File: config.mk
export PLATFORM = sky130hd
export DESIGN_NAME = audio_adc_power_control_regs
export DESIGN_NICKNAME = d
export VERILOG_FILES = /design/src/hdl/pwr_ctrl_pkg.sv /design/src/hdl/tick_timer_if.sv /design/src/hdl/audio_adc_power_control_regs.sv /design/src/hdl/tick_timer.sv
export SDC_FILE = /design/constraint.sdc
export NUM_CORES = 1
export LEC_CHECK = 0
export ABC_CLOCK_PERIOD_IN_PS = 3900
export CORE_MARGIN = 8
export CORE_UTILIZATION = 40
export CTS_CLUSTER_SIZE = 24
export DETAILED_ROUTE_END_ITERATION = 16
export DONT_BUFFER_PORTS = 1
export PLACE_DENSITY = 0.63
export SLEW_MARGIN = 30
export SYNTH_ARGS = -nofsm -noshare
export SYNTH_HDL_FRONTEND = slang
export SYNTH_SLANG_ARGS = --single-unit
File: constraint.sdc
create_clock -name core_clk -period 3.9 [get_ports core_clk]
set_input_delay 0.39 -clock core_clk [delete_from_list [all_inputs] [get_ports core_clk]]
set_output_delay 0.39 -clock core_clk [all_outputs]
set_load 0.01 [all_outputs]
File: src/hdl/pwr_ctrl_pkg.sv
// constants, field layout and types shared by the power control register bank
`default_nettype none
package pwr_ctrl_pkg;
    localparam logic [7:0] ADDR_PAGE    = 8'h00;
    localparam logic [7:0] ADDR_RESTORE = 8'h01;
    localparam logic [7:0] ADDR_PMODE   = 8'h02;
    localparam logic [7:0] ADDR_PDOWN   = 8'h05;
    localparam logic [7:0] PAGE_ZERO    = 8'h00;

    localparam logic [7:0] RST_PAGE    = 8'h00;
    localparam logic [7:0] RST_RESTORE = 8'h00;
    localparam logic [7:0] RST_PMODE   = 8'h00;
    localparam logic [7:0] RST_PDOWN   = 8'h05;

    localparam logic [7:0] WMASK_PMODE = 8'hFD;
    localparam logic [7:0] WMASK_PDOWN = 8'h3F;
    localparam logic [7:0] READ_ZERO   = 8'h00;

    localparam int RESTORE_BIT = 0;
    localparam int SRC_BIT     = 7;
    localparam int REF_HI      = 4;
    localparam int REF_LO      = 3;
    localparam int SHARED_BIT  = 2;
    localparam int AWAKE_BIT   = 0;
    localparam int INCAP_HI    = 5;
    localparam int INCAP_LO    = 4;
    localparam int POL_HI      = 3;
    localparam int POL_LO      = 2;
    localparam int HOLD_HI     = 1;
    localparam int HOLD_LO     = 0;

    localparam logic [1:0] POL_IMMEDIATE = 2'h0;
    localparam logic [1:0] POL_TIMEOUT   = 2'h1;
    localparam logic [1:0] POL_CLEAN     = 2'h2;

    localparam logic [6:0] SHARED_I2C_ADDR = 7'h4C;
    localparam logic [4:0] ADDR_PREFIX     = 5'h13;

    localparam int unsigned CLK_FREQ_KHZ = 40000;
    localparam int unsigned TICK_US      = 1;
    localparam int unsigned CYC_PER_TICK = CLK_FREQ_KHZ * TICK_US / 1000;
    localparam int          TICK_W       = 6;
    localparam int          TMR_W        = 17;
    localparam int          NUM_TMR      = 3;
    localparam int          TMR_REF      = 0;
    localparam int          TMR_INCAP    = 1;
    localparam int          TMR_HOLD     = 2;

    localparam int unsigned REF_T0_US   = 3500;
    localparam int unsigned REF_T1_US   = 10000;
    localparam int unsigned REF_T2_US   = 50000;
    localparam int unsigned REF_T3_US   = 100000;
    localparam int unsigned INCAP_T0_US = 2500;
    localparam int unsigned INCAP_T1_US = 12500;
    localparam int unsigned INCAP_T2_US = 25000;
    localparam int unsigned INCAP_T3_US = 50000;
    localparam int unsigned HOLD_T0_US  = 30000;
    localparam int unsigned HOLD_T1_US  = 25000;
    localparam int unsigned HOLD_T2_US  = 10000;
    localparam int unsigned HOLD_T3_US  = 5000;

    typedef enum logic [1:0] {PD_RUN, PD_HOLD, PD_OFF} pd_state_type;
endpackage
`default_nettype wire

File: src/hdl/tick_timer_if.sv
// start, load and status signals between the bank and one duration timer
`default_nettype none
interface tick_timer_if;
    logic                           start;
    logic [pwr_ctrl_pkg::TMR_W-1:0] load;
    logic                           busy;
    logic                           done;
    modport ctrl  (output start, output load, input busy, input done);
    modport timer (input start, input load, output busy, output done);
endinterface
`default_nettype wire

File: src/hdl/audio_adc_power_control_regs.sv
// paged control registers for supply, fast charge, addressing and powerdown
`default_nettype none
module audio_adc_power_control_regs
    import pwr_ctrl_pkg::*;
#(
    parameter int unsigned REF_US   [4] = '{REF_T0_US, REF_T1_US, REF_T2_US, REF_T3_US},
    parameter int unsigned INCAP_US [4] = '{INCAP_T0_US, INCAP_T1_US, INCAP_T2_US, INCAP_T3_US},
    parameter int unsigned HOLD_US  [4] = '{HOLD_T0_US, HOLD_T1_US, HOLD_T2_US, HOLD_T3_US}
) (
    input  wire logic       core_clk,
    input  wire logic       rst,
    input  wire logic       reg_wr_en,
    input  wire logic       reg_rd_en,
    input  wire logic [7:0] reg_addr,
    input  wire logic [7:0] reg_wdata,
    output logic      [7:0] reg_rdata,
    input  wire logic [1:0] addr_sel_pins,
    output logic      [6:0] i2c_target_addr,
    input  wire logic       powerdown_pin_n,
    input  wire logic       clean_shutdown_done,
    output logic            core_regulator_en,
    output logic            analog_supply_source,
    output logic            awake,
    output logic            refcap_fastcharge_active,
    output logic            inputcap_fastcharge_active
);
    import pwr_ctrl_pkg::*;

    logic [7:0]      page_r;
    logic            restore_r;
    logic [7:0]      pmode_r;
    logic [7:0]      pdown_r;
    logic [7:0]      rdata_r;
    logic            awake_q_r;
    logic [TICK_W-1:0] tick_cnt_r;
    pd_state_type    pd_state_r;
    pd_state_type    pd_state_nxt;

    logic [NUM_TMR-1:0] tmr_start;
    logic [TMR_W-1:0]   tmr_load [NUM_TMR];
    logic [NUM_TMR-1:0] tmr_busy;
    logic [NUM_TMR-1:0] tmr_done;

    // page register answers on every page so software can always return
    wire on_page0   = (page_r == PAGE_ZERO);
    wire wr_page    = reg_wr_en && reg_addr == ADDR_PAGE;
    wire wr_restore = reg_wr_en && on_page0 && reg_addr == ADDR_RESTORE;
    wire wr_pmode   = reg_wr_en && on_page0 && reg_addr == ADDR_PMODE;
    wire wr_pdown   = reg_wr_en && on_page0 && reg_addr == ADDR_PDOWN;

    wire [1:0] ref_code   = pmode_r[REF_HI:REF_LO];
    wire [1:0] incap_code = pdown_r[INCAP_HI:INCAP_LO];
    wire [1:0] policy     = pdown_r[POL_HI:POL_LO];
    wire [1:0] hold_code  = pdown_r[HOLD_HI:HOLD_LO];
    wire       pd_asserted = !powerdown_pin_n;

    wire [7:0] restore_rd = {7'h00, restore_r};
    wire [7:0] rd_page0 =
        (reg_addr == ADDR_RESTORE) ? restore_rd :
        (reg_addr == ADDR_PMODE)   ? pmode_r :
        (reg_addr == ADDR_PDOWN)   ? pdown_r : READ_ZERO;
    wire [7:0] rd_value =
        (reg_addr == ADDR_PAGE) ? page_r :
        on_page0                ? rd_page0 : READ_ZERO;

    wire tick = (tick_cnt_r == TICK_W'(CYC_PER_TICK - 1));

    always_ff @(posedge core_clk or posedge rst) begin
        if (rst) begin
            tick_cnt_r <= '0;
        end else begin
            tick_cnt_r <= tick ? '0 : tick_cnt_r + TICK_W'(1);
        end
    end

    // register file; a pending restore overrides any write in the same cycle
    always_ff @(posedge core_clk or posedge rst) begin
        if (rst) begin
            page_r    <= RST_PAGE;
            restore_r <= RST_RESTORE[RESTORE_BIT];
            pmode_r   <= RST_PMODE;
            pdown_r   <= RST_PDOWN;
        end else if (restore_r) begin
            page_r    <= RST_PAGE;
            restore_r <= RST_RESTORE[RESTORE_BIT];
            pmode_r   <= RST_PMODE;
            pdown_r   <= RST_PDOWN;
        end else begin
            if (wr_page) begin
                page_r <= reg_wdata;
            end
            if (wr_restore && reg_wdata[RESTORE_BIT]) begin
                restore_r <= 1'b1;
            end
            if (wr_pmode) begin
                pmode_r <= reg_wdata & WMASK_PMODE;
            end
            if (wr_pdown) begin
                pdown_r <= reg_wdata & WMASK_PDOWN;
            end
        end
    end

    always_ff @(posedge core_clk or posedge rst) begin
        if (rst) begin
            rdata_r <= READ_ZERO;
        end else if (reg_rd_en) begin
            rdata_r <= rd_value;
        end
    end

    always_ff @(posedge core_clk or posedge rst) begin
        if (rst) begin
            awake_q_r <= 1'b0;
        end else begin
            awake_q_r <= pmode_r[AWAKE_BIT];
        end
    end

    // fast charge runs once per wake-up; a short code shortens that wake only
    wire wake_rise = pmode_r[AWAKE_BIT] && !awake_q_r;

    assign tmr_start[TMR_REF]   = wake_rise;
    assign tmr_load[TMR_REF]    = TMR_W'(REF_US[ref_code]);
    assign tmr_start[TMR_INCAP] = wake_rise;
    assign tmr_load[TMR_INCAP]  = TMR_W'(INCAP_US[incap_code]);

    wire hold_start = (pd_state_r == PD_RUN) && pd_asserted && policy != POL_IMMEDIATE;
    assign tmr_start[TMR_HOLD] = hold_start;
    assign tmr_load[TMR_HOLD]  = TMR_W'(HOLD_US[hold_code]);

    genvar g;
    generate
        for (g = 0; g < NUM_TMR; g++) begin : g_tmr
            tick_timer_if tif ();
            assign tif.start   = tmr_start[g];
            assign tif.load    = tmr_load[g];
            assign tmr_busy[g] = tif.busy;
            assign tmr_done[g] = tif.done;
            tick_timer u_tmr (
                .core_clk (core_clk),
                .rst      (rst),
                .tick     (tick),
                .port     (tif.timer)
            );
        end
    endgenerate

    // policy 3 is treated like the timeout policy so the regulator cannot hang on
    wire hold_expired = tmr_done[TMR_HOLD] && policy != POL_CLEAN;

    always_comb begin
        pd_state_nxt = pd_state_r;
        case (pd_state_r)
            PD_RUN: begin
                if (pd_asserted) begin
                    if (policy == POL_IMMEDIATE) begin
                        pd_state_nxt = PD_OFF;
                    end else begin
                        pd_state_nxt = PD_HOLD;
                    end
                end
            end
            PD_HOLD: begin
                if (!pd_asserted) begin
                    pd_state_nxt = PD_RUN;
                end else if (clean_shutdown_done) begin
                    pd_state_nxt = PD_OFF;
                end else if (hold_expired) begin
                    pd_state_nxt = PD_OFF;
                end
            end
            PD_OFF: begin
                if (!pd_asserted) begin
                    pd_state_nxt = PD_RUN;
                end
            end
            default: begin
                pd_state_nxt = PD_RUN;
            end
        endcase
    end

    always_ff @(posedge core_clk or posedge rst) begin
        if (rst) begin
            pd_state_r <= PD_RUN;
        end else begin
            pd_state_r <= pd_state_nxt;
        end
    end

    // cut in the same cycle the pin drops, without waiting for the state flop
    wire cut_now = (pd_state_r == PD_RUN) && pd_asserted && policy == POL_IMMEDIATE;
    assign core_regulator_en = (pd_state_r != PD_OFF) && !cut_now;

    assign i2c_target_addr = pmode_r[SHARED_BIT] ? SHARED_I2C_ADDR
                           : {ADDR_PREFIX, addr_sel_pins};
    assign analog_supply_source       = pmode_r[SRC_BIT];
    assign awake                      = pmode_r[AWAKE_BIT];
    assign refcap_fastcharge_active   = tmr_busy[TMR_REF];
    assign inputcap_fastcharge_active = tmr_busy[TMR_INCAP];
    assign reg_rdata                  = rdata_r;
endmodule
`default_nettype wire

File: src/hdl/tick_timer.sv
// down counter of microsecond ticks with busy level and done pulse
`default_nettype none
module tick_timer
    import pwr_ctrl_pkg::*;
(
    input  wire logic core_clk,
    input  wire logic rst,
    input  wire logic tick,
    tick_timer_if.timer port
);
    import pwr_ctrl_pkg::*;

    logic [TMR_W-1:0] cnt_r;
    logic             done_r;
    wire              last_tick = tick && (cnt_r == TMR_W'(1));

    always_ff @(posedge core_clk or posedge rst) begin
        if (rst) begin
            cnt_r  <= '0;
            done_r <= 1'b0;
        end else begin
            done_r <= last_tick && !port.start;
            // restart wins over expiry
            if (port.start) begin
                cnt_r <= port.load;
            end else if (tick && cnt_r != '0) begin
                cnt_r <= cnt_r - TMR_W'(1);
            end
        end
    end

    assign port.busy = (cnt_r != '0);
    assign port.done = done_r;
endmodule
`default_nettype wire

-- Word-level counts from Yosys, hierarchy flattened
Cells that the tools add are included.
- add/subtract/negate cells: 4
- $mul: 0
- div/mod/pow operators: 0
- order comparisons: 3
- eq/ne operators: 12
- shift operators: 0
- mux-type cells: 37
- bitwise logic cells: 3
- reduce and logical (&&, ||, !) cells: 36
- operator list (operator ; count):
    2-to-1 mux 17 bit ; 12
    binary-select mux 32 bit (select 2 bit) ; 3
    2-to-1 mux 8 bit ; 11
    nonzero test 17 bit ; 3
    subtractor 17 x 1 -> 17 bit (second input constant) ; 3
    equality test 17 x 1 -> 1 bit (second input constant) ; 1
    logical AND 1 bit ; 17
    logical NOT 8 bit ; 2
    2-to-1 mux 2 bit ; 7
    nonzero test 2 bit ; 7
    greater-or-equal comparator 3 bit (second input constant) ; 3
    inverter 2 -> 3 bit ; 3
    equality test 8 x 1 -> 1 bit (second input constant) ; 1
    equality test 8 x 2 -> 1 bit (second input constant) ; 1
    equality test 8 x 3 -> 1 bit (second input constant) ; 1
    inequality test 2 bit (second input constant) ; 4
    adder 6 x 1 -> 6 bit (second input constant) ; 1
    equality test 6 bit (second input constant) ; 1
    2-to-1 mux 6 bit ; 1
    case mux 2 bit (3 select lines) ; 1
    logical NOT 1 bit ; 4
    logical NOT 2 bit ; 2
    inequality test 4 bit (second input constant) ; 1
    AND reduction 3 bit ; 1
    3 further kinds ; 4
- flip-flop bits (word level): 94
- latch bits: 0
- RAM bits: 0
- bits in read-only memories: 0
- input port bits: 24
- output and inout bits: 20
- word-level logic and storage cells: 107
- memories kept: 0

-- Logic depth before layout (Yosys ltp)
Gate-level depths: netlist of run 1.
- depth in word-level cells: 6
- gate-level depth with buffers: 8
- gate-level depth less buffers: 7

-- Modules after synthesis
Synthesis of run 1 repeated with hierarchy kept, for this count alone.
- cells, all modules: 599
- area total of the unflattened synthesis: 5693.0 µm²
- modules (own cells, without submodules) (module ; instances ; cells an instance ; area an instance (µm²) ; sequential area each (µm²)):
    tick_timer at g_tmr[0].u_tmr ... ; 2 ; 126 ; 1156.1 ; 450.4
    audio_adc_power_control_regs ; 1 ; 224 ; 2269.7 ; 978.4
    tick_timer at g_tmr[2].u_tmr ; 1 ; 123 ; 1111.1 ; 450.4

-- Least setup slack after synthesis of run 1
No wires, ideal clock.
- path kind: reg-to-reg
- start point: register g_tmr[2].u_tmr.cnt_r[0]
- end point: register g_tmr[2].u_tmr.cnt_r[3]
- library setup time: 0.137 ns
- arrival time: 2.113 ns
- data required time: 3.763 ns
- slack: 1.650 ns
- cell stages (with the launch flop): 9
- buffers on the path: 1
- period minus slack after synthesis: 2.250 ns
- cells stage by stage: dfrtp_1 inv_1 ha_1 or4b_2 or4_4 buf_6 nand4b_1 xor2_1 a21oi_1
- longest elaborated chain between the ends: 3
- elaborated cells on any way between the ends: 6
- classes of those cells: add/sub (1); mux (2); reduce/logical (3)
- RTL lines (element ; RTL line ; text):
    from (decl) ; tick_timer.sv:13 ; logic [TMR_W-1:0] cnt_r;
    from (signal assigned) ; tick_timer.sv:25 ; cnt_r <= port.load;
    from (signal assigned) ; tick_timer.sv:27 ; cnt_r <= cnt_r - TMR_W'(1);
    subtractor 17 x 1 -> 17 bit / nonzero test 17 bit (equally long branches) ; tick_timer.sv:27, tick_timer.sv:26 ;
    2-to-1 mux 17 bit / logical AND 1 bit (equally long branches) ; tick_timer.sv:26 ; end else if (tick && cnt_r != '0) begin
    2-to-1 mux 17 bit / nonzero test 2 bit (equally long branches) ; -- ;
Parallel ways exist; a longest one is shown, timed or not. The select of a mux whose other input is x is not followed.
A chain may end at the register's enable or synchronous reset.

-- Worst setup path in the final report of run 1
- start point: register tick_cnt_r[0]
- end point: register g_tmr[0].u_tmr.cnt_r[9]
- longest elaborated chain between the ends: 3
- RTL lines (element ; RTL line ; text):
    from (decl) ; audio_adc_power_control_regs.sv:35 ; logic [TICK_W-1:0] tick_cnt_r;
    from (signal assigned) ; audio_adc_power_control_regs.sv:72 ; tick_cnt_r <= tick ? '0 : tick_cnt_r + TICK_W'(1);
    equality test 6 bit ; audio_adc_power_control_regs.sv:66 ; wire tick = (tick_cnt_r == TICK_W'(CYC_PER_TICK - 1));
    logical AND 1 bit ; tick_timer.sv:26 ;
    nonzero test 2 bit (no source line) ; -- ;
    to (signal assigned) ; tick_timer.sv:25 ;
    to (signal assigned) ; tick_timer.sv:27 ;
    to (decl) ; tick_timer.sv:13 ;
Every way passes these cells.

==> out/results.tsv, run 1 <==
metric	value	unit
first-pass detailed-route iteration total	4	
FF-to-FF setup slack	1.34	ns
remaining design rule violation count	0	
cell types with the largest area share after synthesis	dfrtp_1, xor2_1, ha_1	
part of the Yosys area used for sequential elements	0.4531	
critical path depth in cells	7	
vias in the first global route	3862	
first-pass GRT wire length	18530	um
count of final setup violators	0	
post-synthesis cell area	5031	um2
data required time at the worst endpoint	4.13	ns
signal arrival time at the worst endpoint	2.80	ns
unique cell type count in the Yosys netlist	54	
leading area contributor after synthesis	dfrtp_1	
I/O pin total	44	
Hold Fails Final Rpt	0	
routability congestion estimate	0.8065	
relative slew slack	0.4637	
largest net degree at the start of global routing	43	
H-tree depth	3	
maximum vdd ir drop	0.3080	mV
share of flip-flops with an asynchronous set or reset	1.000	
# clock sinks	91	
GR Util All Layers	0.1391	
post-synthesis register bit count	91	
startpoint types	flip-flop	
Bufs and invs on worst path	1	
Post-Syn Instances	535	
terminating pin of the worst hold path	pd_state_r[1]$_DFFE_PP0P_	
worst hold path depth	1	
DP Area	5157	um2
Clk Latency, worst-skew pair	0.34	ns
type of the worst min-delay path	in2reg	
leakage	2.204	nW
crit path max-delay cell type	nor2_2	
final period utilization	0.6573	
highest fanout seen on the critical path	15	
number of buffers on the longest clock path	2	
shortest clock period the worst path allows after layout	2.564	ns
number of warnings printed during yosys synthesis	0	
Antenna Nets Post-Route	0	
Iteration-0 DRC Markers	280	
DP Worst Slack	1.340	ns
cell-by-cell trace of the critical path	ha_1 > nand4b_1 > nor2_2 > buf_4 > o2111ai_1 > o31a_1 > o31a_1	
EDFF count, synth	0	
Total Neg Setup Slack	0	ns
depth of the most critical reg-to-reg path	7	
PortBufs	0	
fill cell instance count of the final layout	1196	
clock transition at the registers of the reported paths	0.07	ns
unrepaired setup endpoints after global routing	false	
reg-to-reg critical path startpoint	tick_cnt_r[0]$_DFF_PP0_	
GRT Residual Overflow	0	
endpoint class of the critical path	flip-flop	
chip width	128.2	um
routed wirelength normalized by instance count	15.55	um
most used flip-flop cell after synthesis	dfrtp_1	
met2 track demand over resource	0.2240	
clock tree skew after final layout	0.006517	ns
Mean Syn Cell Area	9.404	um2
core area	12470	um2
Cell Rows	41	
register area	2280	um2
count of antenna diodes in the layout	0	
Critical R2R Capture	g_tmr[0].u_tmr.cnt_r[9]$_DFFE_PP0P_	
overall power	2.738	mW
# Post-CTS Setup Buffers	0	
initial cell density of the core	0.4036	
area growth from synthesis to final layout	8.878	%
transition at the pin with the smallest max-transition slack	0.8027	ns
power density over the cells	499.9	nW/um2
CP startpoint	tick_cnt_r[0]$_DFF_PP0_	
Min-Delay Startpoint	powerdown_pin_n	
run status	finished clean	
TritonCTS buffer count	9	
post-cts resize count	0	
minimum setup slack in the final design	1.336	ns
CP delay by family, top	compound AO/OA/AOI/OAI gates	
area of the die	16420	um2
number of maximum-capacitance violations	0	
mean number of vias per cell	5.504	
Max Fclk	390.1	MHz
Final Max Slew Viols	0	
met1 GRT Util	0.1698	
CTS tree	done	
global route hottest layer	met2	
Detailed Place HPWL	7610	um
multi-input gate area in the final layout	2562	um2
GR Layer Usage met3	0.05324	
Die Span Y	128.2	um
clock tree root buffer cell	clkbuf_16	
most used cell, CP	o31a_1	
number of antenna violations at the first check in global routing	0	
fraction of final layout cells with drive strength greater than 1	0.06415	
worst setup path class	reg2reg	
cell area after layout	5478	um2
area fraction of the dominant cell type after synthesis	0.4427	
total via count after detailed routing	3864	
Largest stage delay, worst path	0.50	ns
WL final	10910	um
number of nets in the finished design	571	
[layout by cell type (no fill, tap or decap), types with 6 or more instances in the layout]
| cell | netlist | routed |
|---|---|---|
| inv_1 | 14 | 13 |
| xor2_1 | 32 | 32 |
| nand3_1 | 34 | 34 |
| nand4b_1 | 7 | 7 |
| or4_1 | 14 | 14 |
| nand2_1 | 50 | 50 |
| nor2b_1 | 6 | 6 |
| a31oi_1 | 7 | 7 |
| dfrtp_1 | 89 | 89 |
| ha_1 | 22 | 22 |
| nor2_1 | 51 | 50 |
| nand4_1 | 17 | 17 |
| buf_4 | 7 | 7 |
| o21ai_0 | 8 | 8 |
| a21oi_1 | 42 | 42 |
| nor4_1 | 11 | 10 |
| xnor2_1 | 6 | 6 |
| nor3_1 | 15 | 15 |
| clkbuf_16 | 0 | 9 |
| mux2i_1 | 10 | 10 |
[cell usage after synthesis (2+ instances only)]
cell type,n
or4_1,14
a22oi_1,4
and2_1,5
or3_1,5
a21o_1,2
o2111ai_1,4
o21ai_0,8
buf_4,7
mux2i_1,10
a41oi_1,4
nor3b_1,3
nand3_1,34
nor2_1,51
nand4_1,17
o31a_1,2
buf_2,2
a211oi_1,2
and3_1,4
nor2b_1,6
a31oi_1,7
nor4_1,11
nand4b_1,7
a21oi_1,42
nand2_1,50
inv_1,14
clkbuf_1,21
xor2_1,32
o211ai_1,5
conb_1,2
nand2b_1,4
nor3_1,15
xnor2_1,6
dfstp_2,2
dfrtp_1,89
ha_1,22
nor4b_1,4
[state kept, by name (all words and copies together) (netlist names)]
signal / count
page_r: 8
pdown_r: 6
pd_state_r: 2
tick_cnt_r: 6
restore_r: 1
g_tmr.u_tmr.cnt_r: 51
reg_rdata: 8
pmode_r: 7
g_tmr.u_tmr.port.done: 1
awake_q_r: 1
[cell type report]
cell class,count,share of cell area
inverter,14,0.009822
multi-input combinational,401,0.4678
clock buffer,11,0.04431
timing repair buffer,8,0.01142
tap,172,0.03929
clock inverter,5,0.01119
sequential,91,0.4162
[power breakdown]
group          switching (mW)  internal, mW  leakage, nW  total (mW)
Sequential              0.241          1.15         1.12        1.39
Combinational           0.232         0.235        0.942       0.467
Clock                   0.369         0.516        0.138       0.885
[through the flow]
stage	util	instances	hold WS (ns)
floorplan	-	538	0.4513
global placement	0.4137	685	0.1954
detailed placement	0.4137	685	0.1959
CTS	0.4389	702	0.09541
global route	0.4394	702	0.08915
finish	0.4394	702	0.1092
[per-layer routing]
layer  wire length, um  vias to the layer above
li1                  -                     1892
met1              4935                     1885
met2              5166                       79
met3               717                        8
met4                93                        0
met5                 0                        -
[cells by family after synthesis]
family	synth area share
simple gates	0.2549
flops	0.4531
compound gates	0.1082
buf+inv	0.04153
xor+xnor	0.06615
fa+ha+maj	0.05471
mux	0.01990
other cells	0.001493
[worst max path at each step]
| stage | end | slack, ns |
|---|---|---|
| after floorplan | awake_q_r$_DFF_PP0_ | 1.15 |
| after global placement | g_tmr[0].u_tmr.cnt_r[9]$_DFFE_PP0P_ | 1.38 |
| after detailed placement | g_tmr[0].u_tmr.cnt_r[15]$_DFFE_PP0P_ | 1.34 |
| after CTS | g_tmr[0].u_tmr.cnt_r[9]$_DFFE_PP0P_ | 1.33 |
| after global routing | g_tmr[1].u_tmr.cnt_r[13]$_DFFE_PP0P_ | 1.10 |
| final | g_tmr[0].u_tmr.cnt_r[9]$_DFFE_PP0P_ | 1.34 |
[what timing repair did]
item,in CTS,in global routing
hold buffers,1,0
endpoints found under the setup margin,0,0
endpoints found under the hold margin,10,0
Power figures use the tool's default switching activity.
==> inputs of run 2 (changes only) <==
--- a/config.mk
+++ b/config.mk
@@ -5,13 +5,13 @@
 export SDC_FILE = /design/constraint.sdc
 export NUM_CORES = 1
 export LEC_CHECK = 0
-export ABC_CLOCK_PERIOD_IN_PS = 3900
+export ABC_CLOCK_PERIOD_IN_PS = 2300
 export CORE_MARGIN = 8
 export CORE_UTILIZATION = 40
 export CTS_CLUSTER_SIZE = 24
 export DETAILED_ROUTE_END_ITERATION = 16
 export DONT_BUFFER_PORTS = 1
-export PLACE_DENSITY = 0.63
+export PLACE_DENSITY = 0.65
 export SLEW_MARGIN = 30
 export SYNTH_ARGS = -nofsm -noshare
 export SYNTH_HDL_FRONTEND = slang
==> constraint.sdc (replaced) <==
create_clock -name core_clk -period 2.3 [get_ports core_clk]
set_input_delay 0.23 -clock core_clk [delete_from_list [all_inputs] [get_ports core_clk]]
set_output_delay 0.23 -clock core_clk [all_outputs]
set_load 0.01 [all_outputs]
==> out/results.tsv, run 2 (synthesis results as in run 1) <==
metric	value	unit	change
mean number of vias per cell	5.570		+1.2%
Min-Delay Startpoint	reg_rd_en		
I/O pin total	44		unchanged
Detailed Place HPWL	8251	um	+8.4%
depth of the most critical reg-to-reg path	8		+1
CP delay by family, top	simple AND/OR/NAND/NOR gates		
TritonCTS buffer count	9		unchanged
routability congestion estimate	0.8671		+7.5%
Largest Register	g_tmr.u_tmr.cnt_r		
Total Neg Setup Slack	0	ns	unchanged
power density over the cells	817.1	nW/um2	+63%
Bufs and invs on worst path	2		+1
data required time at the worst endpoint	2.52	ns	-1.61 ns
Final Max Slew Viols	0		unchanged
crit path max-delay cell type	or4_4		
PortBufs	0		unchanged
multi-input gate area in the final layout	2592	um2	+1.2%
endpoint class of the critical path	flip-flop		
fill cell instance count of the final layout	1142		-4.5%
number of buffers on the longest clock path	2		unchanged
clock tree skew after final layout	0.007502	ns	+0.0009852 ns
clock tree root buffer cell	clkbuf_16		
Cell Rows	41		unchanged
GRT Residual Overflow	0		unchanged
leakage	2.356	nW	+6.9%
routed wirelength normalized by instance count	16.16	um	+4.0%
total via count after detailed routing	4083		+5.7%
area growth from synthesis to final layout	14.52	%	
DP Worst Slack	0.02480	ns	-1.315 ns
Hold Fails Final Rpt	0		unchanged
largest net degree at the start of global routing	38		-12%
shortest clock period the worst path allows after layout	2.253	ns	-0.3102 ns
# clock sinks	91		unchanged
Critical R2R Capture	g_tmr[2].u_tmr.cnt_r[11]$_DFFE_PP0P_		
type of the worst min-delay path	in2reg		
remaining design rule violation count	0		unchanged
H-tree depth	3		unchanged
FF-to-FF setup slack	0.05	ns	-1.29 ns
worst setup path class	reg2reg		
cell-by-cell trace of the critical path	inv_1 > ha_2 > or4b_4 > or4_4 > nand4_1 > buf_4 > nor4_2 > mux2i_1		
Max Fclk	443.8	MHz	+14%
Die Span Y	128.2	um	unchanged
minimum setup slack in the final design	0.04671	ns	-1.290 ns
Clk Latency, worst-skew pair	0.34	ns	about the same
max FFs per register	51		unchanged
number of nets in the finished design	602		+5.4%
area of the die	16420	um2	unchanged
relative slew slack	0.4904		+0.02669
vias in the first global route	4143		+7.3%
first-pass detailed-route iteration total	5		+1
run status	finished clean		
first-pass GRT wire length	20430	um	+10%
initial cell density of the core	0.4036		unchanged
fraction of final layout cells with drive strength greater than 1	0.1212		+0.05706
startpoint types	flip-flop		
WL final	11850	um	+8.6%
Iteration-0 DRC Markers	333		+19%
chip width	128.2	um	unchanged
CTS tree	done		
number of maximum-capacitance violations	0		unchanged
count of final setup violators	0		unchanged
reg-to-reg critical path startpoint	g_tmr[2].u_tmr.cnt_r[1]$_DFFE_PP0P_		
maximum vdd ir drop	0.5129	mV	+67%
most common cell after layout, fill and taps aside	dfrtp_1		
worst hold path depth	1		unchanged
final period utilization	0.9797		+0.3224
Largest stage delay, worst path	0.56	ns	+0.06 ns
terminating pin of the worst hold path	reg_rdata[2]$_DFFE_PP0P_		
clock transition at the registers of the reported paths	0.07	ns	about the same
final design utilization	0.4622		+0.02278
core area	12470	um2	unchanged
count of antenna diodes in the layout	0		unchanged
highest fanout seen on the critical path	7		-8
register area	2280	um2	unchanged
number of antenna violations at the first check in global routing	0		unchanged
highest-count cells in the layout ignoring fill and taps	dfrtp_1, nor2_1, nand2_1		
signal arrival time at the worst endpoint	2.48	ns	-0.32 ns
transition at the pin with the smallest max-transition slack	0.7644	ns	-0.03829 ns
GR Util All Layers	0.1531		+0.01405
Antenna Nets Post-Route	0		unchanged
run 2: cell types whose count changed in the layout (fill, tap and decap cells not counted), moves of 2 or more:
cell	change
or4_4	+3
or4_1	-2
buf_12	+2
dlygate4sd3_1	+2
buf_4	+26
run 2: what timing repair did:
action | CTS | global route
resized for setup | 0 | 8
hold buffers | 3 | 0
endpoints found under the hold margin | 26 | 0
setup endpoints to repair | 0 | 13
setup buffers | 0 | 1
run 2: through the flow:
| step | instance area, um2 | std cells | power [mW] | hold slack [ns] |
|---|---|---|---|---|
| floorplan | 5046 | 538 | 2.965 | 0.2964 |
| global placement | 5388 | 712 | 3.161 | 0.1593 |
| detailed placement | 5388 | 712 | 3.225 | 0.1520 |
| CTS | 5718 | 731 | 4.731 | 0.001874 |
| global route | 5762 | 733 | 4.985 | 0.007512 |
| finish | 5762 | 733 | 4.708 | 0.01208 |
run 2: metal layers:
| metal | vias to the layer above | global-route usage | routed length [um] |
|---|---|---|---|
| li1 | 1949 | - | - |
| met1 | 2010 | 0.1953 | 5352 |
| met2 | 110 | 0.2446 | 5593 |
| met3 | 14 | 0.03411 | 705 |
| met4 | 0 | 0.06503 | 197 |
| met5 | - | 0 | 0 |
run 2: worst register-to-register path, stage by stage (launching register included):
cell and delay [ns]:
dfrtp_1 0.38, inv_1 0.08, ha_2 0.17, or4b_4 0.46, or4_4 0.56, nand4_1 0.18
buf_4 0.15, nor4_2 0.04, mux2i_1 0.11
run 2: cell type report:
cell class              count  area share
clock buffers               9     0.03909
clock inverters             7     0.01303
inverters                  14    0.009772
multi-input cells         402      0.4499
flip-flops and latches     91      0.3957
well taps                 172     0.03735
repair buffers             38     0.05516
run 2: worst max-delay path by stage:
stage | startpoint | endpoint | slack (ns) | cells after the start
2_1_floorplan | g_tmr[2].u_tmr.cnt_r[0]$_DFFE_PP0P_ | g_tmr[2].u_tmr.cnt_r[3]$_DFFE_PP0P_ | 0.05 | 8
3_3_place_gp | g_tmr[2].u_tmr.cnt_r[1]$_DFFE_PP0P_ | g_tmr[2].u_tmr.cnt_r[0]$_DFFE_PP0P_ | 0.08 | 7
3_5_place_dp | g_tmr[2].u_tmr.cnt_r[1]$_DFFE_PP0P_ | g_tmr[2].u_tmr.cnt_r[0]$_DFFE_PP0P_ | 0.02 | 7
4_1_cts | g_tmr[2].u_tmr.cnt_r[1]$_DFFE_PP0P_ | g_tmr[2].u_tmr.cnt_r[0]$_DFFE_PP0P_ | 0.003 | 7
5_1_grt | g_tmr[2].u_tmr.cnt_r[1]$_DFFE_PP0P_ | g_tmr[2].u_tmr.cnt_r[11]$_DFFE_PP0P_ | -0.006 | 8
6_report | g_tmr[2].u_tmr.cnt_r[1]$_DFFE_PP0P_ | g_tmr[2].u_tmr.cnt_r[11]$_DFFE_PP0P_ | 0.05 | 8
run 2: where the power goes:
group | switching [mW] | internal, mW
clock network | 0.630 | 0.847
registers | 0.413 | 1.94
logic | 0.433 | 0.443
==> inputs of run 3 (changes only) <==
--- a/config.mk
+++ b/config.mk
@@ -7,11 +7,12 @@
 export LEC_CHECK = 0
 export ABC_CLOCK_PERIOD_IN_PS = 2300
 export CORE_MARGIN = 8
-export CORE_UTILIZATION = 40
+export CORE_UTILIZATION = 58
 export CTS_CLUSTER_SIZE = 24
 export DETAILED_ROUTE_END_ITERATION = 16
 export DONT_BUFFER_PORTS = 1
-export PLACE_DENSITY = 0.65
+export GPL_TIMING_DRIVEN = 0
+export PLACE_DENSITY = 0.85
 export SLEW_MARGIN = 30
 export SYNTH_ARGS = -nofsm -noshare
 export SYNTH_HDL_FRONTEND = slang
==> out/results.tsv, run 3 (synthesis results as in run 1) <==
metric	value	unit	change
Detailed Place HPWL	8479	um	+2.8%
data required time at the worst endpoint	2.52	ns	about the same
number of buffers on the longest clock path	2		unchanged
maximum vdd ir drop	0.4104	mV	-20%
remaining design rule violation count	0		unchanged
H-tree depth	3		unchanged
first-pass GRT wire length	19610	um	-4.0%
area growth from synthesis to final layout	12.38	%	
Cell Rows	34		-17%
count of antenna diodes in the layout	0		unchanged
I/O pin total	44		unchanged
unrepaired setup endpoints after global routing	true		
final hold slack	0.008923	ns	-0.003154 ns
Antenna Nets Post-Route	0		unchanged
final period utilization	1.013		+0.03287
shortest clock period the worst path allows after layout	2.329	ns	+0.07561 ns
initial cell density of the core	0.5884		+0.1848
DP Area	5256	um2	-2.4%
clock tree root buffer cell	clkbuf_8		
Max Fclk	429.4	MHz	-3.2%
cell area after layout	5654	um2	-1.9%
power density over the cells	776.9	nW/um2	-4.9%
chip width	109.1	um	-15%
fraction of power consumed by combinational cells	0.222		+0.036
Clock power frac	0.243		-0.071
Clk Latency, worst-skew pair	0.36	ns	+0.02 ns
most common cell after layout, fill and taps aside	dfrtp_1		
TritonCTS buffer count	9		unchanged
highest-count cells in the layout ignoring fill and taps	dfrtp_1, nor2_1, nand2_1		
largest net degree at the start of global routing	29		-24%
routed wirelength normalized by instance count	17.48	um	+8.1%
Hold Fails Final Rpt	0		unchanged
reg-to-reg critical path startpoint	g_tmr[2].u_tmr.cnt_r[1]$_DFFE_PP0P_		
Sw Share	0.3334		+0.01983
number of standard cells in the final layout excluding fillers	678		-7.5%
Largest Register	g_tmr.u_tmr.cnt_r		
CP startpoint	g_tmr[2].u_tmr.cnt_r[1]$_DFFE_PP0P_		
Iteration-0 DRC Markers	292		-12%
startpoint types	flip-flop		
worst setup path class	reg2reg		
max FFs per register	51		unchanged
clock tree skew after final layout	0.01387	ns	+0.006367 ns
area of the die	11910	um2	-27%
CTS tree	done		
GR Util All Layers	0.2046		+0.05147
mean number of vias per cell	6.074		+9.0%
endpoint class of the critical path	flip-flop		
DP Worst Slack	-0.3139	ns	-0.3387 ns
Final Max Slew Viols	0		unchanged
# clock sinks	91		unchanged
sequential cell fraction of total power	0.535		+0.035
total net switching power	1.465	mW	-0.78%
overall power	4.393	mW	-6.7%
type of the worst min-delay path	in2reg		
vias in the first global route	4163		+0.48%
first-pass detailed-route iteration total	5		unchanged
fraction of final layout cells with drive strength greater than 1	0.1123		-0.008931
count of final setup violators	7		+7
signal arrival time at the worst endpoint	2.54	ns	+0.06 ns
transition at the pin with the smallest max-transition slack	0.9722	ns	+0.2078 ns
total instance count after detailed placement	649		-8.8%
WL final	11850	um	about the same
routability congestion estimate	0.8819		+1.7%
final design utilization	0.6613		+0.1990
Die Span Y	109.1	um	-15%
run status	finished with violations		
number of maximum-capacitance violations	0		unchanged
Min-Delay Startpoint	reg_wdata[6]		
total internal power	2.928	mW	-9.4%
leakage	2.299	nW	-2.5%
highest fanout seen on the critical path	5		-2
minimum setup slack in the final design	-0.02890	ns	-0.07561 ns
Total Neg Setup Slack	-0.1015	ns	-0.1015 ns
clock transition at the registers of the reported paths	0.10	ns	+0.03 ns
violations in the final reports	setup timing		
core area	8551	um2	-31%
number of antenna violations at the first check in global routing	0		unchanged
total via count after detailed routing	4118		+0.86%
relative slew slack	0.3505		-0.1399
GRT Residual Overflow	0		unchanged
PortBufs	0		unchanged
number of nets in the finished design	611		+1.5%
run 3: cell types whose count changed in the layout (fill, tap and decap cells not counted), sizes merged:
cell         previous run  this run
clkbuf                  9        31
buf                    35        22
dlygate4sd3             3         5
inv                    15        14
or4                    16        15
run 3: worst max-delay path: stages, from the launching register on:
cell     delay (ns)
dfrtp_1        0.41
inv_2          0.10
ha_4           0.14
or4b_4         0.45
or4_4          0.56
buf_6          0.16
nand4_1        0.11
xor2_1         0.18
mux2i_1        0.09
run 3: path summary, 6_finish.rpt:
check | slack (ns) | to | depth (start not counted)
worst min-delay path | 0.009 | page_r[6]$_DFFE_PP0P_ | 2
worst max register to register | -0.03 | g_tmr[2].u_tmr.cnt_r[13]$_DFFE_PP0P_ | 8
worst min register to register | 0.50 | tick_cnt_r[0]$_DFF_PP0_ | 1
min in group asynchronous | 0.39 | reg_rdata[2]$_DFFE_PP0P_ | 2
max in group asynchronous | 1.02 | tick_cnt_r[1]$_DFF_PP0_ | 5
worst max-delay path | -0.03 | g_tmr[2].u_tmr.cnt_r[13]$_DFFE_PP0P_ | 8
run 3: power groups by stage:
stage | combinational, mW | sequential, mW | clock [mW]
floorplan | 0.703 | 2.26 | 0
global placement | 0.798 | 2.33 | 0
detailed placement | 0.862 | 2.36 | 0
CTS | 0.936 | 2.32 | 1.08
global route | 1.09 | 2.41 | 1.14
finish | 0.975 | 2.35 | 1.07
run 3: layout make-up:
type / count / area (um2)
multi-input combinational: 401 / 2633
timing repair buffer: 16 / 182.7
tap: 108 / 135.1
sequential: 91 / 2281
buffer: 32 / 172.7
fill: 651 / 2897
clock buffer: 10 / 127.6
inverter: 14 / 56.30
clock inverter: 6 / 66.31
run 3: repair_timing:
action                                  4_1_cts  5_1_grt
endpoints found under the setup margin       42       42
buffers inserted                              6        1
hold buffers                                  5        0
hold endpoints to repair                     26        0
cloned                                        1        0
pin swaps                                     3       13
resized for setup                            11       21
run 3: per-layer routing:
metal	wire length, um	GRT usage
met1	4842	0.2530
met2	5968	0.3419
met4	148	0.08798
met5	0	0
met3	891	0.03901
